**config.mk**
```make
export PLATFORM = sky130hd
export DESIGN_NAME = tac_ctrl
export DESIGN_NICKNAME = d
export VERILOG_FILES = /design/src/pkg/tac_pkg.sv /design/src/logic/tac_ctrl.sv
export SDC_FILE = /design/constraint.sdc
export NUM_CORES = 2
export LEC_CHECK = 0
export BUFFER_PORTS_ARGS = -buffer_cell sky130_fd_sc_hd__buf_2
export CORE_UTILIZATION = 55
export CTS_CLUSTER_DIAMETER = 120
export DETAILED_ROUTE_END_ITERATION = 10
export GPL_TIMING_DRIVEN = 0
export PLACE_DENSITY = 0.71
export SYNTH_ARGS = -nofsm -noshare
export SYNTH_HDL_FRONTEND = slang
export SYNTH_SLANG_ARGS = --single-unit
```
**constraint.sdc**
```tcl
create_clock -name clk -period 59 [get_ports clk]
set_input_delay 8.85 -clock clk [delete_from_list [all_inputs] [get_ports clk]]
set_output_delay 8.85 -clock clk [all_outputs]
set_load 0.005 [all_outputs]
```
**src/pkg/tac_pkg.sv**
```systemverilog
package tac_pkg;

  // register byte offsets
  localparam logic [7:0] OFS_HW = 8'h00;
  localparam logic [7:0] OFS_LW = 8'h04;
  localparam logic [7:0] OFS_RR = 8'h08;
  localparam logic [7:0] OFS_IM = 8'h0C;
  localparam logic [7:0] OFS_PC = 8'h10;
  localparam logic [7:0] OFS_GC = 8'h14;
  localparam logic [7:0] OFS_GS = 8'h18;
  localparam logic [7:0] OFS_IS = 8'h1C;
  localparam logic [7:0] OFS_FS = 8'h20;
  localparam logic [7:0] OFS_BHI = 8'h24;
  localparam logic [7:0] OFS_BHI_END = 8'h60;
  localparam logic [7:0] OFS_BLO = 8'h64;
  localparam logic [7:0] OFS_BLO_END = 8'hA0;
  localparam logic [7:0] OFS_IHW = 8'hA4;
  localparam logic [7:0] OFS_ILW = 8'hA8;
  localparam logic [7:0] OFS_MIS = 8'hAC;
  localparam logic [7:0] OFS_IC = 8'hB0;

  // interrupt bit positions, shared by status, mask, masked and clear
  localparam int IRQ_OVR = 0;
  localparam int IRQ_WM = 1;
  localparam int IRQ_EOS = 2;
  localparam int IRQ_TOUCH = 3;
  localparam int IRQ_BO = 4;
  localparam int IRQ_W = 5;
  localparam int IM_GLOBAL = 6;

  // power configuration fields
  localparam int PC_NOC_LO = 0;
  localparam int PC_BATTERY_ENABLE = 4;
  localparam int PC_PWM_LO = 6;
  localparam int PC_CLK_LO = 8;
  localparam int PC_BATTERY_CHANNEL_SEL_LO = 11;
  localparam logic [1:0] PWM_STANDBY = 2'h1;
  localparam logic [1:0] PWM_RUN = 2'h2;

  // general configuration fields
  localparam int GC_SW_START = 0;
  localparam int GC_TOUCH_TRIG = 1;
  localparam int GC_REPEAT = 2;
  localparam int GC_WMK_LO = 3;

  // general status fields
  localparam int GS_STATE_LO = 4;
  localparam int GS_BUSY = 7;
  localparam int GS_TOUCH_RAW = 8;
  localparam int GS_BO_RAW = 9;

  // fifo status fields
  localparam int FS_RP_LO = 0;
  localparam int FS_WP_LO = 4;
  localparam int FS_EMPTY = 8;
  localparam int FS_FULL = 9;
  localparam int FS_CNT_LO = 10;

  // result word fields
  localparam int RR_DATA_LO = 6;

  // timing in converter clock ticks, fifo depth in entries, converter width in bits
  localparam logic [8:0] MEAS_LAST = 9'h00F;
  localparam logic [4:0] FIFO_DEPTH = 5'h10;
  localparam int ADC_W = 10;

  typedef enum logic [2:0] {
    TAC_IDLE = 3'b000,
    TAC_FETCH = 3'b001,
    TAC_SETTLE = 3'b010,
    TAC_MEASURE = 3'b011,
    TAC_EOS = 3'b100
  } tac_seq_t;

  // high configuration word layout
  typedef struct packed {
    logic [15:0] reserved;
    logic [8:0] settle_cycles;
    logic [3:0] pos_input_sel;
    logic neg_input_sel;
    logic [1:0] pos_ref_sel;
  } tac_hw_t;

  typedef struct packed {
    logic psel;
    logic penable;
    logic pwrite;
    logic [7:0] paddr;
    logic [31:0] pwdata;
  } tac_apb_req_t;

  typedef struct packed {
    logic [31:0] prdata;
    logic pready;
    logic pslverr;
  } tac_apb_rsp_t;

  typedef struct packed {
    tac_seq_t st;
    logic pend;
    logic [3:0] idx;
    logic [8:0] cnt;
    logic [7:0] pre;
    tac_hw_t hw;
    logic [31:0] lw;
    logic [31:0] im;
    logic [31:0] pc;
    logic [31:0] gc;
    logic [31:0] ihw;
    logic [31:0] ilw;
    logic [15:0][31:0] bhi;
    logic [15:0][31:0] blo;
    logic [15:0][15:0] fifo;
    logic [3:0] rp;
    logic [3:0] wp;
    logic [4:0] fcnt;
    logic [IRQ_W-1:0] is;
    logic touch_q;
    tac_apb_rsp_t rsp;
    logic batt;
    logic comb;
  } tac_regs_t;

endpackage

```
**src/logic/tac_ctrl.sv**
```systemverilog
`timescale 1ns/1ps
// What this block does
// - battery switch high only on matching enabled measurement
// - sequence: idle, per-measurement fetch settle convert, end
// - conversion is one fetch plus sixteen cycles
// - five interrupt sources merge into one request
// - masks gate requests, never clear latched status
// - brownout latched until its clear bit written
// - dedicated brownout output and raw status bit
// - brownout may relatch right after clear
// - touch latched until cleared, raw level visible
// - touch event may start a sequence
// - touch latches only on edges, not levels
// - end of sequence latched until cleared
// - watermark follows fifo count against threshold
// - overrun on write to full fifo, cleared by read
// - registers and banks at fixed word offsets
// - registers are little endian words
// - active high word mirrors current bank entry
// - settle field sets settling ticks before conversion
// - positive input field drives converter input mux
// - negative input bit selects ground or reference
// - power modes off force brownout and stop clock
module tac_ctrl (
  input wire logic clk,
  input wire logic sys_rst,
  input wire tac_pkg::tac_apb_req_t apb_req,
  output tac_pkg::tac_apb_rsp_t apb_rsp,
  input wire logic [tac_pkg::ADC_W-1:0] conv_result,
  input wire logic brownout_det,
  input wire logic touch_detect_irq,
  output tac_pkg::tac_hw_t active_cfg_high,
  output logic [31:0] active_cfg_low,
  output logic battery_switch_out,
  output logic combined_irq,
  output logic brownout_irq
);
  import tac_pkg::*;

  tac_regs_t s;
  tac_regs_t next_s;

  logic tick;
  logic pwr_on;
  logic bo_raw;
  logic setup;
  logic access;
  logic wr;
  logic rd_pop;
  logic push;
  logic do_push;
  logic do_pop;
  logic touch_edge;
  logic trig;
  logic [IRQ_W-1:0] clr;
  logic [IRQ_W-1:0] set;
  logic [3:0] conv_count;
  logic [15:0] res_word;

  function automatic logic [3:0] bank_idx(input logic [7:0] a,
                                          input logic [7:0] base);
    logic [7:0] d;
    d = a - base;
    return d[5:2];
  endfunction

  function automatic logic in_range(input logic [7:0] a,
                                    input logic [7:0] lo,
                                    input logic [7:0] hi);
    return (a >= lo) && (a <= hi);
  endfunction

  function automatic logic [7:0] div_last(input logic [2:0] sel);
    return 8'((9'h001 << sel) - 9'h001);
  endfunction

  function automatic logic measuring(input tac_seq_t st);
    return (st == TAC_FETCH) || (st == TAC_SETTLE) || (st == TAC_MEASURE);
  endfunction

  always_comb begin
    next_s = s;
    tick = 1'b0;
    push = 1'b0;
    clr = '0;
    set = '0;
    res_word = '0;
    conv_count = s.pc[PC_NOC_LO +: 4];
    // off modes stop the converter clock and report brownout
    pwr_on = (s.pc[PC_PWM_LO +: 2] == PWM_STANDBY) ||
             (s.pc[PC_PWM_LO +: 2] == PWM_RUN);
    bo_raw = brownout_det | ~pwr_on;
    touch_edge = touch_detect_irq & ~s.touch_q;
    next_s.touch_q = touch_detect_irq;
    setup = apb_req.psel & ~apb_req.penable;
    access = apb_req.psel & apb_req.penable;
    wr = access & apb_req.pwrite & ~s.rsp.pslverr;
    rd_pop = access & ~apb_req.pwrite & (apb_req.paddr == OFS_RR);
    next_s.rsp.pready = 1'b1;

    // converter clock prescaler, divide by two to the select
    if (!pwr_on) begin
      next_s.pre = '0;
    end else if (s.pre >= div_last(s.pc[PC_CLK_LO +: 3])) begin
      next_s.pre = '0;
      tick = 1'b1;
    end else begin
      next_s.pre = s.pre + 8'h01;
    end

    // read data is fetched in the setup phase, shown in the access phase
    if (setup) begin
      next_s.rsp.pslverr = 1'b0;
      next_s.rsp.prdata = '0;
      if (apb_req.paddr[1:0] != 2'h0) begin
        next_s.rsp.pslverr = 1'b1;
      end else if (in_range(apb_req.paddr, OFS_BHI, OFS_BHI_END)) begin
        next_s.rsp.prdata = s.bhi[bank_idx(apb_req.paddr, OFS_BHI)];
      end else if (in_range(apb_req.paddr, OFS_BLO, OFS_BLO_END)) begin
        next_s.rsp.prdata = s.blo[bank_idx(apb_req.paddr, OFS_BLO)];
      end else begin
        unique case (apb_req.paddr)
          OFS_HW: next_s.rsp.prdata = s.hw;
          OFS_LW: next_s.rsp.prdata = s.lw;
          OFS_RR: next_s.rsp.prdata = 32'(s.fifo[s.rp]);
          OFS_IM: next_s.rsp.prdata = s.im;
          OFS_PC: next_s.rsp.prdata = s.pc;
          OFS_GC: next_s.rsp.prdata = s.gc;
          OFS_GS: begin
            next_s.rsp.prdata[GS_BO_RAW] = bo_raw;
            next_s.rsp.prdata[GS_TOUCH_RAW] = touch_detect_irq;
            next_s.rsp.prdata[GS_BUSY] = s.st != TAC_IDLE;
            next_s.rsp.prdata[GS_STATE_LO +: 3] = s.st;
            next_s.rsp.prdata[3:0] = s.idx;
          end
          OFS_IS: next_s.rsp.prdata = 32'(s.is);
          OFS_FS: begin
            next_s.rsp.prdata[FS_RP_LO +: 4] = s.rp;
            next_s.rsp.prdata[FS_WP_LO +: 4] = s.wp;
            next_s.rsp.prdata[FS_EMPTY] = s.fcnt == 5'h00;
            next_s.rsp.prdata[FS_FULL] = s.fcnt == FIFO_DEPTH;
            next_s.rsp.prdata[FS_CNT_LO +: 5] = s.fcnt;
          end
          OFS_IHW: next_s.rsp.prdata = s.ihw;
          OFS_ILW: next_s.rsp.prdata = s.ilw;
          OFS_MIS: next_s.rsp.prdata = 32'(s.is & s.im[IRQ_W-1:0]);
          OFS_IC: next_s.rsp.prdata = '0;
          default: next_s.rsp.pslverr = 1'b1;
        endcase
      end
    end

    // writes land in the access phase; byte 0 is bits 7:0
    if (wr) begin
      if (in_range(apb_req.paddr, OFS_BHI, OFS_BHI_END)) begin
        next_s.bhi[bank_idx(apb_req.paddr, OFS_BHI)] = apb_req.pwdata;
      end else if (in_range(apb_req.paddr, OFS_BLO, OFS_BLO_END)) begin
        next_s.blo[bank_idx(apb_req.paddr, OFS_BLO)] = apb_req.pwdata;
      end else begin
        unique case (apb_req.paddr)
          OFS_IM: next_s.im = {25'h0, apb_req.pwdata[IM_GLOBAL:0]};
          OFS_PC: next_s.pc = {17'h0, apb_req.pwdata[14:0]};
          OFS_GC: next_s.gc = {25'h0, apb_req.pwdata[6:0]};
          OFS_IHW: next_s.ihw = apb_req.pwdata;
          OFS_ILW: next_s.ilw = apb_req.pwdata;
          OFS_IC: clr = apb_req.pwdata[IRQ_W-1:0];
          default: ;
        endcase
      end
    end
    // the start bit is a strobe; it never reads back as set
    next_s.gc[GC_SW_START] = 1'b0;

    // a trigger stays pending until the idle tick consumes it
    trig = (wr && apb_req.paddr == OFS_GC && apb_req.pwdata[GC_SW_START]) ||
           (touch_edge && s.gc[GC_TOUCH_TRIG]);
    if (trig) begin
      next_s.pend = 1'b1;
    end

    // sequencer advances only on converter clock ticks
    if (tick) begin
      unique case (s.st)
        TAC_IDLE: begin
          if (s.pend) begin
            next_s.pend = trig; // set wins over consume
            next_s.idx = '0;
            next_s.st = TAC_FETCH;
            next_s.hw = s.bhi[4'h0];
            next_s.lw = s.blo[4'h0];
          end
        end
        TAC_FETCH: begin
          next_s.cnt = '0;
          if (s.hw.settle_cycles == 9'h000) begin
            next_s.st = TAC_MEASURE;
          end else begin
            next_s.st = TAC_SETTLE;
          end
        end
        TAC_SETTLE: begin
          // the input settles for exactly settle_cycles ticks
          if (s.cnt + 9'h001 >= s.hw.settle_cycles) begin
            next_s.cnt = '0;
            next_s.st = TAC_MEASURE;
          end else begin
            next_s.cnt = s.cnt + 9'h001;
          end
        end
        TAC_MEASURE: begin
          if (s.cnt == MEAS_LAST) begin
            push = 1'b1;
            res_word[RR_DATA_LO +: ADC_W] = conv_result;
            res_word[3:0] = s.idx;
            next_s.cnt = '0;
            if (s.idx == conv_count) begin
              next_s.st = TAC_EOS;
            end else begin
              next_s.idx = s.idx + 4'h1;
              next_s.st = TAC_FETCH;
              next_s.hw = s.bhi[s.idx + 4'h1];
              next_s.lw = s.blo[s.idx + 4'h1];
            end
          end else begin
            next_s.cnt = s.cnt + 9'h001;
          end
        end
        TAC_EOS: begin
          set[IRQ_EOS] = 1'b1;
          next_s.st = TAC_IDLE;
          next_s.hw = s.ihw;
          next_s.lw = s.ilw;
          if (s.gc[GC_REPEAT]) begin
            next_s.pend = 1'b1;
          end
        end
        default: next_s.st = TAC_IDLE;
      endcase
    end

    // result fifo; a write into a full fifo is dropped and flagged
    do_push = push && (s.fcnt != FIFO_DEPTH);
    do_pop = rd_pop && (s.fcnt != 5'h00);
    set[IRQ_OVR] = push && (s.fcnt == FIFO_DEPTH);
    if (do_push) begin
      next_s.fifo[s.wp] = res_word;
      next_s.wp = s.wp + 4'h1;
    end
    if (do_pop) begin
      next_s.rp = s.rp + 4'h1;
    end
    next_s.fcnt = 5'(s.fcnt + {4'h0, do_push} - {4'h0, do_pop});

    // latched status: a set in the clearing cycle wins
    set[IRQ_BO] = bo_raw;
    set[IRQ_TOUCH] = touch_edge;
    clr[IRQ_OVR] = clr[IRQ_OVR] | rd_pop;
    next_s.is = (s.is & ~clr) | set;
    // watermark is a level, not latched
    next_s.is[IRQ_WM] = next_s.fcnt >=
                        {1'b0, next_s.gc[GC_WMK_LO +: 4]};

    // mask only gates the request; brownout also has its own line
    next_s.comb = next_s.im[IM_GLOBAL] &&
                  |(next_s.is & next_s.im[IRQ_W-1:0]);

    // switch only while the enabled channel is being measured
    next_s.batt = next_s.pc[PC_BATTERY_ENABLE] && measuring(next_s.st) &&
                  (next_s.hw.pos_input_sel ==
                   next_s.pc[PC_BATTERY_CHANNEL_SEL_LO +: 4]);
  end

  always_ff @(posedge clk or posedge sys_rst) begin
    if (sys_rst) begin
      s <= '0;
    end else begin
      s <= next_s;
    end
  end

  assign apb_rsp = s.rsp;
  assign active_cfg_high = s.hw;
  assign active_cfg_low = s.lw;
  assign battery_switch_out = s.batt;
  assign combined_irq = s.comb;
  assign brownout_irq = s.is[IRQ_BO];
endmodule // tac_ctrl

```
Word level (Yosys, flattened, before mapping)

Index checks and enable logic that the tools add are counted.

Bits of input ports: 57
Word-level logic and storage cells: 273
Bits in registers: 1516
Output and inout port bits: 101

$lt $le $gt $ge: 15
Bitwise operators: 21
Shifts and indexed selects: 1
Reduce and logical (&&, ||, !) cells: 40
Equal/unequal tests: 29
$add $sub $neg: 10
Multiplexer cells: 80

Operators with widths:

| cell               | count |
|---|---|
| $mux 512           | 3 |
| $mux 1159          | 1 |
| $bwmux 512         | 2 |
| $bmux 32 s4        | 4 |
| $mux 32            | 11 |
| $mux 135           | 2 |
| $bwmux 256         | 1 |
| $demux 32 s4       | 2 |
| $mux 64            | 3 |
| $pmux 64 s3        | 1 |
| $pmux 10 s12       | 1 |
| $pmux 17 s6        | 1 |
| $bmux 16 s4        | 1 |
| $demux 16 s4       | 1 |
| $pmux 5 s8         | 1 |
| $mux 39            | 1 |
| $eq 8x5->1 const B | 4 |
| $eq 8x8->1 const B | 4 |
| $mux 16            | 2 |
| $mux 10            | 3 |
| $pmux 9 s3         | 1 |
| $lt 4x5->1 const B | 5 |
| $mux 8             | 3 |
| $mux 4             | 5 |
| 60 further kinds   | 133 |

Depth between registers and ports, before layout

Depth after elaboration: 15
Gate-level depth with buffers: 22
Gate-level depth less buffers: 19

Worst setup path before layout

No wires, ideal clock.

Path type: input port to flip-flop
Start point: input apb_req[34] (netlist name)
End point: register s, in the netlist apb_rsp[10]
Stages: 15
Slack: 46014 ps
Library setup time: 134 ps
Arrival: 12852 ps
Cells stage by stage: clkbuf_1 > buf_2 > buf_2 > buf_2 > buf_1 > inv_1 > ha_1 > clkbuf_1 > clkbuf_1 > clkbuf_1 > clkbuf_1 > mux4_2 > mux4_2 > a32oi_1 > o31ai_1

Word-level cells in the longest chain between the ends: 6

RTL lines:

| what                          | RTL line        | RTL |
|---|---|---|
| from (decl)                   | tac_ctrl.sv:27  | `input wire tac_pkg::tac_apb_req_t apb_req,` |
| $sub 6x6->6                   | tac_ctrl.sv:63  | `d = a - base;` |
| $bmux 32 s4                   | tac_ctrl.sv:120 | `next_s.rsp.prdata = s.blo[bank_idx(apb_req.paddr, OFS_BLO)];` |
| $mux 32 (implied by the code) | tac_ctrl.sv:120 |  |
| $mux 32                       | tac_ctrl.sv:119 | `end else if (in_range(apb_req.paddr, OFS_BLO, OFS_BLO_END)) begin` |
| $mux 32 *                     | tac_ctrl.sv:117 | `end else if (in_range(apb_req.paddr, OFS_BHI, OFS_BHI_END)) begin` |
| $mux 32 *                     | tac_ctrl.sv:115 | `if (apb_req.paddr[1:0] != 2'h0) begin` |
| to (signal assigned)          | tac_ctrl.sv:277 | `s <= next_s;` |
| to (decl)                     | tac_ctrl.sv:40  | `tac_regs_t s;` |

Every way passes the cells marked *; elsewhere a longest branch is shown, timed or not. The select of a mux whose other input is x is not followed.
A chain may end at the register's enable or synchronous reset.

Final worst setup path

Start point: input apb_req[34] (netlist name)
End point: register s, in the netlist apb_rsp[16]

Same word-level chain as after synthesis.

==> summary.md <==
| Metric | Value |
|---|---|
| Status | `finished with violations` |
| Violated checks | `capacitance limit, slew limit` |
| Initial antenna violation count | `22` |
| Reg power frac | `0.468` |
| Crit path max fanout | `10` |
| Layout cell share with drive strength beyond 1 | `0.398` |
| Routability cong. | `~1.0` |
| Post-place instance area | `81,000 um2` |
| Hold_ws | `478 ps` |
| Avg Cell Area, Syn | `roughly 14 um2` |
| Number of nets in the layout | `6,154` |
| First-pass GRT wire length | `408,000 um` |
| Largest net degree at the start of global routing | `around 140` |
| Asr flop ratio synth | `1.00` |
| Final worst-path cycle share | `0.282` |
| Die height | `377 um` |
| RSZ-0062 raised after global routing | `no` |
| Worst path arrival time | `17,310 ps` |
| Die area | `142,000 um2` |
| Slew Limit Fails | `roughly 70` |
| Final Setup Violations | `0` |
| Clk slew on worst S/H paths | `approximately 60 ps` |
| Clock share of power | `0.453` |
| Worst r2r dst | `active_cfg_high[15]` |
| Post-DRT Antenna Nets | `0` |
| Leak | `0.0396 uW` |
| Hold_sp | `s[223]` |
| Power share of the combinational group | `0.079` |
| Total grt overflow | `0` |
| Clk_lat worst skew | `840 ps` |
| Top post-synthesis cells by area | `dfrtp_1, mux4_2, mux2_2, nand2_1, clkbuf_1` |
| Cell count after synthesis | `5,720` |
| Initial core utilization | `0.555` |
| Yosys top cell area share | `0.480` |
| Total routed wirelength | `287,000 um` |
| Worst VDD drop | `roughly 0.025 mV` |
| Final core occ | `0.619` |
| Ys Warns | `0` |
| Clock Skews | `34.2 ps` |
| Distinct cells, synth | `79` |
| Yosys top cell by area | `dfrtp_1` |
| Row count | `137` |
| R2r setup slk | `53,730 ps` |
| Total GRT Usage | `0.406` |
| Worst Hold Class | `reg2reg` |
| DR pass1 iterations | `7` |
| Top FF cell, synth | `dfrtp_1` |
| CTS H-tree depth | `4` |
| Root Driver | `clkbuf_16` |
| Buffers on Ports | `152` |
| Worst path required time | `59,650 ps` |
| Max_slew headroom | `-0.0657` |
| Final Instance Area | `86,400 um2` |
| Core Box Area | `140,000 um2` |
| TritonCTS buffer count | `roughly 160` |
| Worst Setup EP | `apb_rsp[16]` |
| Flops & latches, synth | `1,484` |
| Worst Reg-to-Reg Cells | `10` |
| Clk sinks | `1,484` |
| CTS Hold Buffers Added | `0` |
| Register area share after synthesis | `0.480` |
| Vias per cell | `7.08` |
| Dpl ws | `42,040 ps` |
| Sum Neg Setup Slack | `0 ps` |
| Vias in the first global route | `56.2k` |
| Pint | `1710 uW` |
| Die X | `377 um` |
| Worst Tran Pin Value | `1600 ps` |
| Post-synth EDFFs | `0` |
| DRC Markers | `0` |
| DR iter-0 viols | `~8.2k` |
| Final Hold Fails | `0` |
| Maxcap violations | `7` |
| Crit path launch type | `primary input` |
| Area grow syn2layout | `11.6%` |
| Crit path time final | `16,660 ps` |
| Final HPWL DP | `206,000 um` |
| Cell Area, Synth | `just under 80,000 um2` |
| Cell Pwr Density | `around 26 nW/um2` |
| CTS tree | `done` |
| CP startpoint | `apb_req[34]` |
| Commonest non-fill, non-tap cell in the layout | `dfrtp_1` |
| FMAX | `0.0600 GHz` |
| Total vias in the final route | `57.2k` |
| PnR worst setup slack | `42,340 ps` |
| Sw Ratio | `0.252` |
| Setup repair bufs after CTS | `0` |
| WS Path Type | `in2reg` |
| CTS max path bufs | `3` |
| FF-to-FF Start | `s[1577]` |
| Fill cells | `between 10k and 15k` |
| Most frequent cells in the layout | `dfrtp_1, mux2_2, mux4_2, nand2_1, clkbuf_1` |
| Critical path capture point type | `flip-flop` |
| IO Pins | `about 160` |
| Cts repair resizes | `0` |
| Avg WL per Cell | `35.5 um` |
| Sw power | `576 uW` |
worst max-delay path: stages:
cell	delay (ps)
buf_2	210
clkbuf_1	590
buf_2	350
buf_2	530
buf_2	530
buf_1	950
inv_1	250
ha_1	360
clkbuf_1	450
clkbuf_2	830
clkbuf_1	990
mux4_2	460
mux4_2	620
a221oi_1	1040
o21ai_0	240
layout make-up:
type	count	area [um2]	share of cell area
well taps	1876	2350	0.0272
repair buffers	170	1190	0.0138
multi-input cells	3549	37000	0.428
clock inverters	51	558	0.00646
plain buffers	649	3230	0.0374
diodes	20	50.0	0.000579
inverters	39	154	0.00178
flip-flops and latches	1484	37100	0.430
clock buffers	238	4770	0.0552
power by group through the flow:
stage	registers (uW)	logic [uW]	clock network, uW
2_1_floorplan	1080	113	0
3_3_place_gp	1090	170	0
3_5_place_dp	1080	177	0
4_1_cts	1070	177	1040
5_1_grt	1070	189	1080
6_report	1070	181	1040
Yosys cell counts (42+ instances only):
cell type  instances
buf_2            144
clkbuf_1         318
a31oi_1          126
nand2_1          532
ha_1              42
o21ai_0          207
mux2_2          1114
o21ai_1          100
a22oi_1           90
mux2i_1           68
mux4_2           605
dfrtp_1         1484
buf_1             56
buf_4            100
and2_1            66
a21oi_1           85
a211oi_1          65
nor2_1           118
state kept, by name (all words and copies together), names as in the netlist:
register / cells
brownout_irq: 1
s: 1379
conv_count: 4
active_cfg_high: 32
apb_rsp: 34
combined_irq: 1
battery_switch_out: 1
active_cfg_low: 32
cell families after synthesis:
kind of cell,synth area share
muxes,0.347
DFF,0.480
and+or+nand+nor,0.0518
AOI/OAI and AO/OA,0.0672
buffers and inverters,0.0435
adders and majority gates,0.00704
xor gates and xnor gates,0.00418
other,0.0000484
layer usage:
| layer | up-vias | track usage | routed length, um |
|---|---|---|---|
| li1 | 22233 | - | - |
| met1 | 29807 | 0.527 | 105000 |
| met2 | 4176 | 0.581 | 124000 |
| met3 | 959 | 0.137 | 35200 |
| met4 | 20 | 0.270 | 22400 |
| met5 | - | 0.00652 | 229 |
worst min-delay path by stage:
stage / depth (start not counted) / slack [ps] / end
floorplan: 2 / 440 / s[100]
global route: 2 / 490 / s[116]
detailed placement: 2 / 470 / s[223]
CTS: 2 / 480 / s[116]
finish: 2 / 480 / s[223]
global placement: 2 / 460 / s[245]
stage by stage:
step                      cells  power (uW)
after floorplan            5721        1190
after global placement     7749        1260
after detailed placement   7765        1260
after CTS                  8054        2280
after global routing       8059        2340
final                      8076        2290
Note: power is estimated with default switching activity, not from simulation.
